<file path="src/verilog/mdt_pkg.sv">
// Package: opcodes, addressing codes, condition codes and cycle counts of the decoder
package mdt_pkg;

  // ---------------------------------------------------------------
  // Opcode fields
  // ---------------------------------------------------------------
  localparam logic [3:0] HI_COMPLEMENT_MASK_TEST = 4'h6;
  localparam logic [3:0] HI_MASK_TEST            = 4'h7;
  localparam logic [3:0] LO_WW                   = 4'h2;
  localparam logic [3:0] LO_WI                   = 4'h3;
  localparam logic [3:0] LO_RR                   = 4'h4;
  localparam logic [3:0] LO_RI                   = 4'h5;
  localparam logic [3:0] LO_RIM                  = 4'h6;
  localparam logic [3:0] LO_IIM                  = 4'h7;
  localparam logic [3:0] LO_DECREMENT_BRANCH_NONZERO                 = 4'hA;
  localparam logic [3:0] LO_JR                   = 4'hB;
  localparam logic [3:0] LO_JP                   = 4'hD;

  localparam logic [7:0] OP_PM_LOAD       = 8'hC2;
  localparam logic [7:0] OP_PM_LOAD_AI    = 8'hC3;
  localparam logic [7:0] OP_PM_STORE      = 8'hD2;
  localparam logic [7:0] OP_PM_STORE_AI   = 8'hD3;
  localparam logic [7:0] OP_XD_LOAD       = 8'h82;
  localparam logic [7:0] OP_XD_LOAD_AI    = 8'h83;
  localparam logic [7:0] OP_XD_STORE      = 8'h92;
  localparam logic [7:0] OP_XD_STORE_AI   = 8'h93;
  localparam logic [7:0] OP_SUB_EXIT      = 8'hAF;
  localparam logic [7:0] OP_STACK_PUSH_R  = 8'h70;
  localparam logic [7:0] OP_STACK_PUSH_IR = 8'h71;
  localparam logic [7:0] OP_CALL_IND      = 8'hD4;
  localparam logic [7:0] OP_CALL_DA       = 8'hD6;
  localparam logic [7:0] OP_NOP           = 8'hFF;

  // ---------------------------------------------------------------
  // Condition codes
  // ---------------------------------------------------------------
  localparam logic [3:0] CC_NEVER  = 4'h0;
  localparam logic [3:0] CC_ALWAYS = 4'h8;

  // ---------------------------------------------------------------
  // Cycle counts (input clock periods), pipeline counts, lengths and pointer steps
  // ---------------------------------------------------------------
  localparam logic [4:0] CYC_6      = 5'h06;
  localparam logic [4:0] CYC_10     = 5'h0A;
  localparam logic [4:0] CYC_12     = 5'h0C;
  localparam logic [4:0] CYC_14     = 5'h0E;
  localparam logic [4:0] CYC_18     = 5'h12;
  localparam logic [4:0] CYC_20     = 5'h14;
  localparam logic [4:0] CYC_ZERO   = 5'h00;
  localparam logic [2:0] PIPE_0     = 3'h0;
  localparam logic [2:0] PIPE_1     = 3'h1;
  localparam logic [2:0] PIPE_5     = 3'h5;
  localparam logic [1:0] LEN_2      = 2'h2;
  localparam logic [1:0] LEN_3      = 2'h3;
  localparam logic [7:0] SP_RET_ADD = 8'h02;
  localparam logic [7:0] SP_PUSH_DEC = 8'h01;
  localparam logic [7:0] PTR_INC    = 8'h01;
  localparam logic [2:0] EXT_STRETCH = 3'h2;

  typedef enum {
    MDT_IDLE,
    MDT_EXEC
  } mdt_state_t;

endpackage

</file>
<file path="src/verilog/mdt_cond_eval.sv">
// Condition-code evaluator for conditional jumps and branches
`timescale 1ns/1ps
module mdt_cond_eval
  import mdt_pkg::*;
(
  input  wire logic [3:0] cond_in,
  input  wire logic       carry_in,
  input  wire logic       zero_in,
  input  wire logic       sign_in,
  input  wire logic       ovf_in,
  output logic            true_out
);
  // ---------------------------------------------------------------
  // Evaluation
  // ---------------------------------------------------------------
  // Low three bits pick the test, bit 3 inverts it; code 0 is never, 8 always
  logic base;
  always_comb begin
    base = 1'b0;
    case (cond_in[2:0])
      3'd0: base = 1'b0;
      3'd1: base = sign_in ^ ovf_in;
      3'd2: base = zero_in | (sign_in ^ ovf_in);
      3'd3: base = carry_in | zero_in;
      3'd4: base = ovf_in;
      3'd5: base = sign_in;
      3'd6: base = zero_in;
      default: base = carry_in;
    endcase
    true_out = base ^ cond_in[3]; // see RL13
  end
endmodule

</file>
<file path="src/verilog/mdt_decode.sv">
// Opcode decoder with execution timing, flag effects and external memory stretch
`timescale 1ns/1ps
// Summary of operation
// RL1: Complement-mask test (6x) ands inverted dst with src, mask test (7x) ands them; Z,S set, V cleared, C kept, no result.
// RL2: Opcode C2 is the program-memory load and takes 12 cycles; its auto-increment form takes 18.
// RL3: Opcode C3 is the auto-increment program-memory load, incrementing both pointers after the copy.
// RL4: Opcode 82 is the external-data load taking 12 cycles; its auto-increment form takes 18.
// RL5: Two-operand operations share low-nibble codes 2..7 for the six addressing modes.
// RL6: Opcode AF loads the PC from the stack, adds two to the stack pointer, and takes 14 cycles.
// RL7: Opcode 70/71 decrements the stack pointer then stores, taking 10/12 or 12/14 cycles.
// RL8: Decrement-branch and relative jump take 12 if taken else 10, with 5 and 0 pipeline cycles.
// RL9: Blank opcode positions are undefined; here they are flagged and act as a no-operation.
// RL10: Opcode D4 is two bytes but fetches as three; both call forms take 20 cycles.
// RL11: Extended memory timing stretches each external access by two input clock periods; pushes to an external stack are not stretched.
// RL12: A raised level on reset forces external memory mode for program fetch.
// RL13: Conditions use a 4-bit field, 1000 always, 0000 never, others test flags.
module mdt_decode
  import mdt_pkg::*;
(
  input  wire logic       clock_in,
  input  wire logic       rst_in,
  input  wire logic       issue_in,       // One-cycle request: decode opcode_in
  input  wire logic [7:0] opcode_in,
  input  wire logic       carry_in,
  input  wire logic       zero_in,
  input  wire logic       sign_in,
  input  wire logic       ovf_in,
  input  wire logic [7:0] dst_in,
  input  wire logic [7:0] src_in,
  input  wire logic [7:0] stack_ptr_in,
  input  wire logic [7:0] reg_ptr_in,
  input  wire logic [7:0] pair_ptr_in,
  input  wire logic       count_nz_in,    // Decremented counter is nonzero
  input  wire logic       ext_timing_in,  // Extended memory timing selected
  input  wire logic       reset_high_in,  // Raised level on reset pin (asynchronous)
  output logic            busy_out,
  output logic            done_out,
  output logic [4:0]      cycles_out,
  output logic [2:0]      pipe_out,
  output logic [1:0]      length_out,
  output logic            undefined_out,
  output logic            taken_out,
  output logic            test_only_out,
  output logic            zero_out,
  output logic            sign_out,
  output logic            ovf_out,
  output logic            carry_out,
  output logic [7:0]      stack_ptr_out,
  output logic [7:0]      reg_ptr_out,
  output logic [7:0]      pair_ptr_out,
  output logic [2:0]      stretch_out,
  output logic            ext_mode_out
);
  import mdt_pkg::*;

  // ---------------------------------------------------------------
  // Helpers
  // ---------------------------------------------------------------
  // Two-operand addressing code check, shared by several decodes
  function automatic logic is_twoop_lo(input logic [3:0] lo);
    is_twoop_lo = (lo >= LO_WW) && (lo <= LO_IIM); // see RL5
  endfunction

  function automatic logic is_ext_access(input logic [7:0] op);
    is_ext_access = (op == OP_PM_LOAD) || (op == OP_PM_LOAD_AI) || (op == OP_PM_STORE) ||
                    (op == OP_PM_STORE_AI) || (op == OP_XD_LOAD) || (op == OP_XD_LOAD_AI) ||
                    (op == OP_XD_STORE) || (op == OP_XD_STORE_AI);
  endfunction

  logic cond_true;
  mdt_cond_eval u_cond (
    .cond_in  (opcode_in[7:4]),
    .carry_in (carry_in),
    .zero_in  (zero_in),
    .sign_in  (sign_in),
    .ovf_in   (ovf_in),
    .true_out (cond_true)
  );

  // ---------------------------------------------------------------
  // Reset-pin mode capture (three-stage synchroniser)
  // ---------------------------------------------------------------
  logic [2:0] rh_sync_r, rh_sync_nxt;
  logic       ext_mode_r, ext_mode_nxt;
  always_comb begin
    rh_sync_nxt  = {rh_sync_r[1:0], reset_high_in};
    ext_mode_nxt = ext_mode_r;
    // Second and third stage agree; the first stage feeds nothing else
    if (rh_sync_r[1] == rh_sync_r[2]) begin
      ext_mode_nxt = ext_mode_r | rh_sync_r[2]; // see RL12
    end
  end
  // Mode is sticky: only a clean reset without the raised level clears it
  always_ff @(posedge clock_in) begin
    if (rst_in && !(rh_sync_r[1] & rh_sync_r[2])) begin
      rh_sync_r  <= rh_sync_nxt;
      ext_mode_r <= 1'b0;
    end else begin
      rh_sync_r  <= rh_sync_nxt;
      ext_mode_r <= ext_mode_nxt;
    end
  end

  // ---------------------------------------------------------------
  // Decode
  // ---------------------------------------------------------------
  logic [3:0] hi, lo;
  logic [4:0] dcyc;
  logic [2:0] dpipe;
  logic [1:0] dlen;
  logic       dundef, dtaken, dtest;
  logic [7:0] dsp, drp, dpp;
  logic       dz, ds, dv;
  logic [7:0] tres;
  always_comb begin
    hi     = opcode_in[7:4];
    lo     = opcode_in[3:0];
    dcyc   = CYC_6;
    dpipe  = PIPE_5;
    dlen   = LEN_2;
    dundef = 1'b0;
    dtaken = 1'b0;
    dtest  = 1'b0;
    dsp    = stack_ptr_in;
    drp    = reg_ptr_in;
    dpp    = pair_ptr_in;
    dz     = zero_in;
    ds     = sign_in;
    dv     = ovf_in;
    tres   = (hi == HI_COMPLEMENT_MASK_TEST) ? (~dst_in & src_in) : (dst_in & src_in);
    if ((hi == HI_COMPLEMENT_MASK_TEST || hi == HI_MASK_TEST) && is_twoop_lo(lo)) begin
      dtest = 1'b1; // No result is written back; see RL1
      dz    = (tres == 8'h00);
      ds    = tres[7];
      dv    = 1'b0;
      dcyc  = (lo >= LO_RR) ? CYC_10 : CYC_6;
      dlen  = (lo >= LO_RR) ? LEN_3 : LEN_2; // Same modes as other two-operand ops; see RL5
    end else if (opcode_in == OP_PM_LOAD || opcode_in == OP_PM_STORE ||
                 opcode_in == OP_XD_LOAD || opcode_in == OP_XD_STORE) begin
      dcyc  = CYC_12; // see RL2 RL4
      dpipe = PIPE_0;
    end else if (opcode_in == OP_PM_LOAD_AI || opcode_in == OP_PM_STORE_AI ||
                 opcode_in == OP_XD_LOAD_AI || opcode_in == OP_XD_STORE_AI) begin
      dcyc  = CYC_18; // see RL2 RL4
      dpipe = PIPE_0;
      drp   = reg_ptr_in + PTR_INC; // see RL3
      dpp   = pair_ptr_in + PTR_INC; // see RL3
    end else if (opcode_in == OP_SUB_EXIT) begin
      dcyc  = CYC_14; // see RL6
      dpipe = PIPE_0;
      dlen  = 2'h1;
      dsp   = stack_ptr_in + SP_RET_ADD; // see RL6
    end else if (opcode_in == OP_STACK_PUSH_R || opcode_in == OP_STACK_PUSH_IR) begin
      // Internal stack unless ext_mode_r is set; external stack adds two cycles
      dcyc  = (opcode_in == OP_STACK_PUSH_R) ? (ext_mode_r ? CYC_12 : CYC_10)
                                             : (ext_mode_r ? CYC_14 : CYC_12); // see RL7
      dpipe = PIPE_1;
      dsp   = stack_ptr_in - SP_PUSH_DEC; // see RL7
    end else if (opcode_in == OP_CALL_IND || opcode_in == OP_CALL_DA) begin
      dcyc  = CYC_20; // see RL10
      dpipe = PIPE_0;
      dlen  = LEN_3; // Indirect call fetches as three bytes; see RL10
      dsp   = stack_ptr_in - SP_RET_ADD;
    end else if (lo == LO_DECREMENT_BRANCH_NONZERO) begin
      dtaken = count_nz_in;
      dcyc   = count_nz_in ? CYC_12 : CYC_10; // see RL8
      dpipe  = PIPE_5;
    end else if (lo == LO_JR) begin
      dtaken = cond_true; // see RL13
      dcyc   = cond_true ? CYC_12 : CYC_10; // see RL8
      dpipe  = PIPE_0;
    end else if (lo == LO_JP) begin
      dtaken = cond_true; // see RL13
      dcyc   = cond_true ? CYC_12 : CYC_10;
      dpipe  = PIPE_0;
      dlen   = LEN_3;
    end else if (is_twoop_lo(lo) && hi != 4'h8 && hi != 4'h9 && hi != 4'hC && hi != 4'hD) begin
      dcyc = (lo >= LO_RR) ? CYC_10 : CYC_6; // see RL5
      dlen = (lo >= LO_RIM || lo == LO_RR || lo == LO_RI) ? LEN_3 : LEN_2;
    end else if (opcode_in == OP_NOP) begin
      dlen = 2'h1;
      dpipe = PIPE_0;
    end else begin
      // Outside this decoder's set: reported, no state changes
      dundef = 1'b1; // see RL9
      dcyc   = CYC_6;
    end
  end

  // ---------------------------------------------------------------
  // Execution timer and result registers
  // ---------------------------------------------------------------
  mdt_state_t state_r, state_nxt;
  logic [4:0] cnt_r, cnt_nxt;
  logic       done_r, done_nxt, busy_r, busy_nxt;
  logic [4:0] cyc_r, cyc_nxt;
  logic [2:0] pipe_r, pipe_nxt, str_r, str_nxt;
  logic [1:0] len_r, len_nxt;
  logic       und_r, und_nxt, tak_r, tak_nxt, tst_r, tst_nxt;
  logic       z_r, z_nxt, s_r, s_nxt, v_r, v_nxt, c_r, c_nxt;
  logic [7:0] sp_r, sp_nxt, rp_r, rp_nxt, pp_r, pp_nxt;
  always_comb begin
    state_nxt = state_r;
    cnt_nxt   = cnt_r;
    done_nxt  = 1'b0;
    {cyc_nxt, pipe_nxt, str_nxt, len_nxt} = {cyc_r, pipe_r, str_r, len_r};
    {und_nxt, tak_nxt, tst_nxt} = {und_r, tak_r, tst_r};
    {z_nxt, s_nxt, v_nxt, c_nxt} = {z_r, s_r, v_r, c_r};
    {sp_nxt, rp_nxt, pp_nxt} = {sp_r, rp_r, pp_r};
    case (state_r)
      MDT_IDLE: begin
        if (issue_in) begin
          cyc_nxt  = dcyc;
          // Stretch only when the op touches external memory; see RL11
          str_nxt  = (ext_timing_in && is_ext_access(opcode_in)) ? EXT_STRETCH : 3'h0;
          cnt_nxt  = dcyc + ((ext_timing_in && is_ext_access(opcode_in))
                             ? {2'b00, EXT_STRETCH} : CYC_ZERO) - 5'h01; // see RL11
          pipe_nxt = dpipe;
          len_nxt  = dlen;
          und_nxt  = dundef;
          tak_nxt  = dtaken;
          tst_nxt  = dtest;
          z_nxt    = dz;
          s_nxt    = ds;
          v_nxt    = dv;
          c_nxt    = carry_in; // Carry untouched by tests; see RL1
          sp_nxt   = dsp;
          rp_nxt   = drp;
          pp_nxt   = dpp;
          state_nxt = MDT_EXEC;
        end
      end
      default: begin
        if (cnt_r == 5'h01) begin
          done_nxt  = 1'b1;
          state_nxt = MDT_IDLE;
        end
        cnt_nxt = cnt_r - 5'h01;
      end
    endcase
    busy_nxt = (state_nxt == MDT_EXEC); // Registered so busy_out leaves a flip-flop
  end
  // Register stage only
  always_ff @(posedge clock_in) begin
    if (rst_in) begin
      state_r <= MDT_IDLE;
      cnt_r   <= CYC_ZERO;
      {done_r, busy_r} <= 2'b00;
      {cyc_r, pipe_r, str_r, len_r} <= '0;
      {und_r, tak_r, tst_r} <= '0;
      {z_r, s_r, v_r, c_r} <= '0;
      {sp_r, rp_r, pp_r} <= '0;
    end else begin
      state_r <= state_nxt;
      cnt_r   <= cnt_nxt;
      {done_r, busy_r} <= {done_nxt, busy_nxt};
      {cyc_r, pipe_r, str_r, len_r} <= {cyc_nxt, pipe_nxt, str_nxt, len_nxt};
      {und_r, tak_r, tst_r} <= {und_nxt, tak_nxt, tst_nxt};
      {z_r, s_r, v_r, c_r} <= {z_nxt, s_nxt, v_nxt, c_nxt};
      {sp_r, rp_r, pp_r} <= {sp_nxt, rp_nxt, pp_nxt};
    end
  end

  assign busy_out      = busy_r;
  assign done_out      = done_r;
  assign cycles_out    = cyc_r;
  assign pipe_out      = pipe_r;
  assign length_out    = len_r;
  assign undefined_out = und_r;
  assign taken_out     = tak_r;
  assign test_only_out = tst_r;
  assign zero_out      = z_r;
  assign sign_out      = s_r;
  assign ovf_out       = v_r;
  assign carry_out     = c_r;
  assign stack_ptr_out = sp_r;
  assign reg_ptr_out   = rp_r;
  assign pair_ptr_out  = pp_r;
  assign stretch_out   = str_r;
  assign ext_mode_out  = ext_mode_r;
endmodule

</file>
<file path="config.mk">
export PLATFORM = sky130hd
export DESIGN_NAME = mdt_decode
export DESIGN_NICKNAME = d
export VERILOG_FILES = /design/src/verilog/mdt_pkg.sv /design/src/verilog/mdt_cond_eval.sv /design/src/verilog/mdt_decode.sv
export SDC_FILE = /design/constraint.sdc
export NUM_CORES = 1
export LEC_CHECK = 0
export ABC_CLOCK_PERIOD_IN_PS = 5000
export BUFFER_PORTS_ARGS = -buffer_cell sky130_fd_sc_hd__buf_2
export CORE_MARGIN = 1
export CORE_UTILIZATION = 51
export CTS_CLUSTER_DIAMETER = 120
export DETAILED_ROUTE_END_ITERATION = 6
export MAX_ROUTING_LAYER = met4
export PLACE_DENSITY_LB_ADDON = 0.12
export REMOVE_ABC_BUFFERS = 1
export SETUP_SLACK_MARGIN = 0.05
export SLEW_MARGIN = 0
export SYNTH_ARGS = -nofsm -noshare
export SYNTH_HDL_FRONTEND = slang
export SYNTH_HIERARCHICAL = 1
export SYNTH_SLANG_ARGS = --single-unit
export TNS_END_PERCENT = 5
</file>
<file path="constraint.sdc">
create_clock -name clock_in -period 5 [get_ports clock_in]
set_clock_uncertainty 0.05 [all_clocks]
set_input_delay 1 -clock clock_in [delete_from_list [all_inputs] [get_ports clock_in]]
set_output_delay 1 -clock clock_in [all_outputs]
set_load 0.01 [all_outputs]
</file>
==> results summary <==
The setup TNS is 0 ps. The worst hold path depth came out at 0. The number of buffers between clock root and the deepest sink came out at 2. The number of cells upsized or downsized after cts came out at 0. The post-layout minimum cycle time came out at ~3800 ps. The final critical path takes up roughly three quarters of the cycle. The number of max-slew violations in the final report is 0.

The signed area change from the synthesized netlist to the final layout is 16.19%. Of the post-synthesis cell area, the dominant cell type holds 40.11%. The count of antenna diodes in the layout came out at 0.

The post-synthesis async set-or-reset flop share came out at 0%. The post-CTS setup-driven buffer insertion count came out at 0. The H-tree depth came out at 3.

The largest net degree at the start of global routing is 64. The number of primary I/O pins came out at around 110. The die boundary height is just over 90 um. Using the TritonRoute via totals, the vias-per-cell ratio works out to roughly 5.4. Fill cells in the final layout number about 760. For the worst-skew pair, the clock arrives at the later sink with an insertion delay of 340 ps.

Summed over all cells, the static leakage comes to around 2.1 nW. Setup repair after global routing left no endpoint under its margin. The worst-margin pin slew is around 1100 ps. The area of the die is ~8500 sq um. The number of maximum-capacitance violations came out at 0. The count of buffers from port buffering came out at 100. STA classifies the critical path endpoint as a flop. The total congestion overflow after global routing is 0. The startpoint identified for the worst register-to-register timing path is state_r[25]$_SDFF_PP0_. The initial core utilization came out at between 50% and 60%.

The routed wire length came out at about 9.0 mm. The number of nets in the final layout is 620. The path class of the tightest hold or removal check is reg -> reg. After the flow finishes, the layout carries non-filler instances totaling approximately 660.

The sequential-to-total area share from yosys stat is between 40% and 50%. Leaving out fill and tap cells, the most frequent cell in the layout is sky130_fd_sc_hd__buf_2. In this run, synthesis inferred 0 flip-flops with an integrated enable. The critical path ends at cnt_r[3]$_SDFFE_PP0P_.

The total setup violations reported at the end of the flow is 0. Across all hold checks on the routed design, the worst slack comes to about 280 ps. The final count of hold timing violations is 0. The synthesized flop and latch total came out at between 80 and 90. The maximum clock rate came out at about 0.27 GHz.

The launching element type of the critical path is an input pin. The overall power after layout came out at 0.001492 W. The die span in x is approximately 92 um. The first-pass detailed-route iteration total came out at 4. The normalized max-slew margin came out at approximately a quarter.

The CTS tree is done. The number of vias in the routed layout is 3,539. The number of global-route vias before repair is approximately 3,200. The setup path with the least slack is of type in -> reg. The violation count after the first detailed-routing iteration is 165. The reg2reg setup slack came out at between 2000 and 2500 ps. The critical path starts at opcode_in[4]. In this run the critical register-to-register path is captured at stack_ptr_out[2]$_SDFFE_PP0P_.

Yosys attributes the largest share of cell area to sky130_fd_sc_hd__dfxtp_1 40%, sky130_fd_sc_hd__and2_1 5.1%, sky130_fd_sc_hd__a211oi_1 4.9%. The total standard cell area after synthesis is 4143 sq um. The number of instances in the synthesized netlist came out at ~470. Dividing the detail-routed wire length by the instance count gives 13.72 um. The worst reg2reg path depth is 6. The detailed-placement wirelength estimate came out at about 6.5 mm. The core area is between 7000 and 8000 sq um.

The post-synthesis cell type with the largest combined area is sky130_fd_sc_hd__dfxtp_1. Leaving out fill and tap cells, the most frequent cells in the layout are 100 x sky130_fd_sc_hd__buf_2, 83 x sky130_fd_sc_hd__dfxtp_1, 44 x sky130_fd_sc_hd__nor2_1. Of the cells placed in the final design, the portion with a size suffix greater than 1 is between 20% and 30%. The number of placed cells counting well taps came out at 640. The TritonCTS sink count came out at 83. For this run, the total global-route usage over all layers was measured as approximately 22%. The detail route stage leaves a number of antenna-violating nets equal to 0.

In this run the power density over the cells is just over 300 nW/um^2. The run finished with clean final reports. The data required time of the critical path came out at between 5000 and 6000 ps. The average instance area after synthesis is around 9 sq um.

The count of hold-fix buffers inserted at cts is 0. The number of clock buffers added by TritonCTS is 9. After detailed routing, the number of remaining DRC violations is 0. The peak ir drop on the vdd network came out at 0.2061 mV. The most frequently used flop master after synthesis is sky130_fd_sc_hd__dfxtp_1. After clock tree synthesis, the clock-pin slew on the worst setup and hold paths is ~90 ps. The number of distinct library cells after synthesis is 67.

The first global-routing pass estimated approximately 15 mm of wire. The synthesis warning total is 6. The largest fanout on the critical path came out at 12. The number of antenna violations at the first check in global routing was 0.

Row generation in the floorplan step produced 32 rows. The routability congestion estimate is approximately 0.80. The cell chosen for the clock root is sky130_fd_sc_hd__clkbuf_8. The critical path data arrival time came out at a little under 4000 ps.
==> sequential cells by signal, summed over array words and instances, names as in the netlist, 2 cells and up <==
name / flops
cnt_r: 5
cycles_out: 4
length_out: 2
pair_ptr_out: 8
pipe_out: 2
reg_ptr_out: 8
rh_sync_r: 3
stack_ptr_out: 8
state_r: 32
==> synthesized netlist by cell type, drive strengths merged, types with 5 or more instances <==
cell type,instances
a211oi,28
a21oi,25
a221oi,5
and2,34
and3,7
and4,7
buf,13
clkbuf,21
dfxtp,83
ha,12
inv,13
mux2i,7
nand2,32
nand3,6
nand4,13
nor2,44
nor3,10
nor4,8
o21ai,14
xnor2,9
xor2,21
==> per-layer routing <==
| metal | share of wire [%] | global-route usage, % | wire length (um) | vias to the layer above |
|---|---|---|---|---|
| li1 | - | - | - | 1825 |
| met1 | 47 | 27.45 | 4215 | 1625 |
| met2 | 46 | 36.26 | 4139 | 81 |
| met3 | 6.0 | 5.224 | 543 | 8 |
| met4 | 1.1 | 6.510 | 98 | 0 |
| met5 | 0 | - | 0 | - |
==> where the power goes <==
group	leakage [nW]	switching (W)	internal, W	total, W
clock	0.113	0.000236	0.000295	0.000531
combinational	1.30	0.000142	0.000103	0.000246
sequential	0.680	0.0000195	0.000696	0.000716
==> how the worst min path moves through the flow <==
| stage | endpoint | startpoint | slack [ps] |
|---|---|---|---|
| floorplan | rh_sync_r[1]$_DFF_P_ | rh_sync_r[0]$_DFF_P_ | 260 |
| global placement | rh_sync_r[1]$_DFF_P_ | rh_sync_r[0]$_DFF_P_ | 260 |
| detailed placement | rh_sync_r[1]$_DFF_P_ | rh_sync_r[0]$_DFF_P_ | 270 |
| CTS | rh_sync_r[1]$_DFF_P_ | rh_sync_r[0]$_DFF_P_ | 290 |
| global route | rh_sync_r[1]$_DFF_P_ | rh_sync_r[0]$_DFF_P_ | 300 |
| finish | rh_sync_r[1]$_DFF_P_ | rh_sync_r[0]$_DFF_P_ | 280 |
==> layout make-up <==
| cell class | instances | area (sq um) | area share (%) |
|---|---|---|---|
| Clock buffer | 10 | 137.6 | 2.859 |
| Clock inverter | 6 | 86.33 | 1.794 |
| Inverter | 13 | 48.80 | 1.014 |
| Multi-Input combinational cell | 340 | 2236 | 46.45 |
| Sequential cell | 83 | 1662 | 34.52 |
| Tap cell | 102 | 127.6 | 2.651 |
| Timing Repair Buffer | 102 | 515.5 | 10.71 |
==> per-stage QoR <==
step	setup WS, ps	instance area, sq um	util, %
floorplan	1308	3945	-
global placement	928.5	4589	58.78
detailed placement	885.8	4589	58.78
CTS	1252	4813	61.65
global route	996.0	4813	61.65
finish	1232	4813	61.65
==> critical path, stage by stage <==
cell                        delay, ps
sky130_fd_sc_hd__buf_2            170
sky130_fd_sc_hd__mux2i_1          130
sky130_fd_sc_hd__a21o_1           190
sky130_fd_sc_hd__a221oi_2         230
sky130_fd_sc_hd__xor2_1           220
sky130_fd_sc_hd__mux2i_1          100
sky130_fd_sc_hd__o2bb2ai_1        190
sky130_fd_sc_hd__a21oi_1          130
sky130_fd_sc_hd__a221oi_1         500
sky130_fd_sc_hd__inv_1            100
sky130_fd_sc_hd__ha_1             230
sky130_fd_sc_hd__fa_1             430
sky130_fd_sc_hd__a221oi_1         280
sky130_fd_sc_hd__nor2_1            60
==> cell families after synthesis <==
group                    Yosys count  synth area share, %
multiplexers                       8                1.963
AND/OR/NAND/NOR                  193                25.85
flip-flops                        83                40.11
buffers and inverters             47                6.222
AO/OA/AOI/OAI                     92                15.31
XOR/XNOR                          30                6.343
adder cells (fa/ha/maj)           13                4.107
other                              1              0.09052
Power figures use the tool's default switching activity.
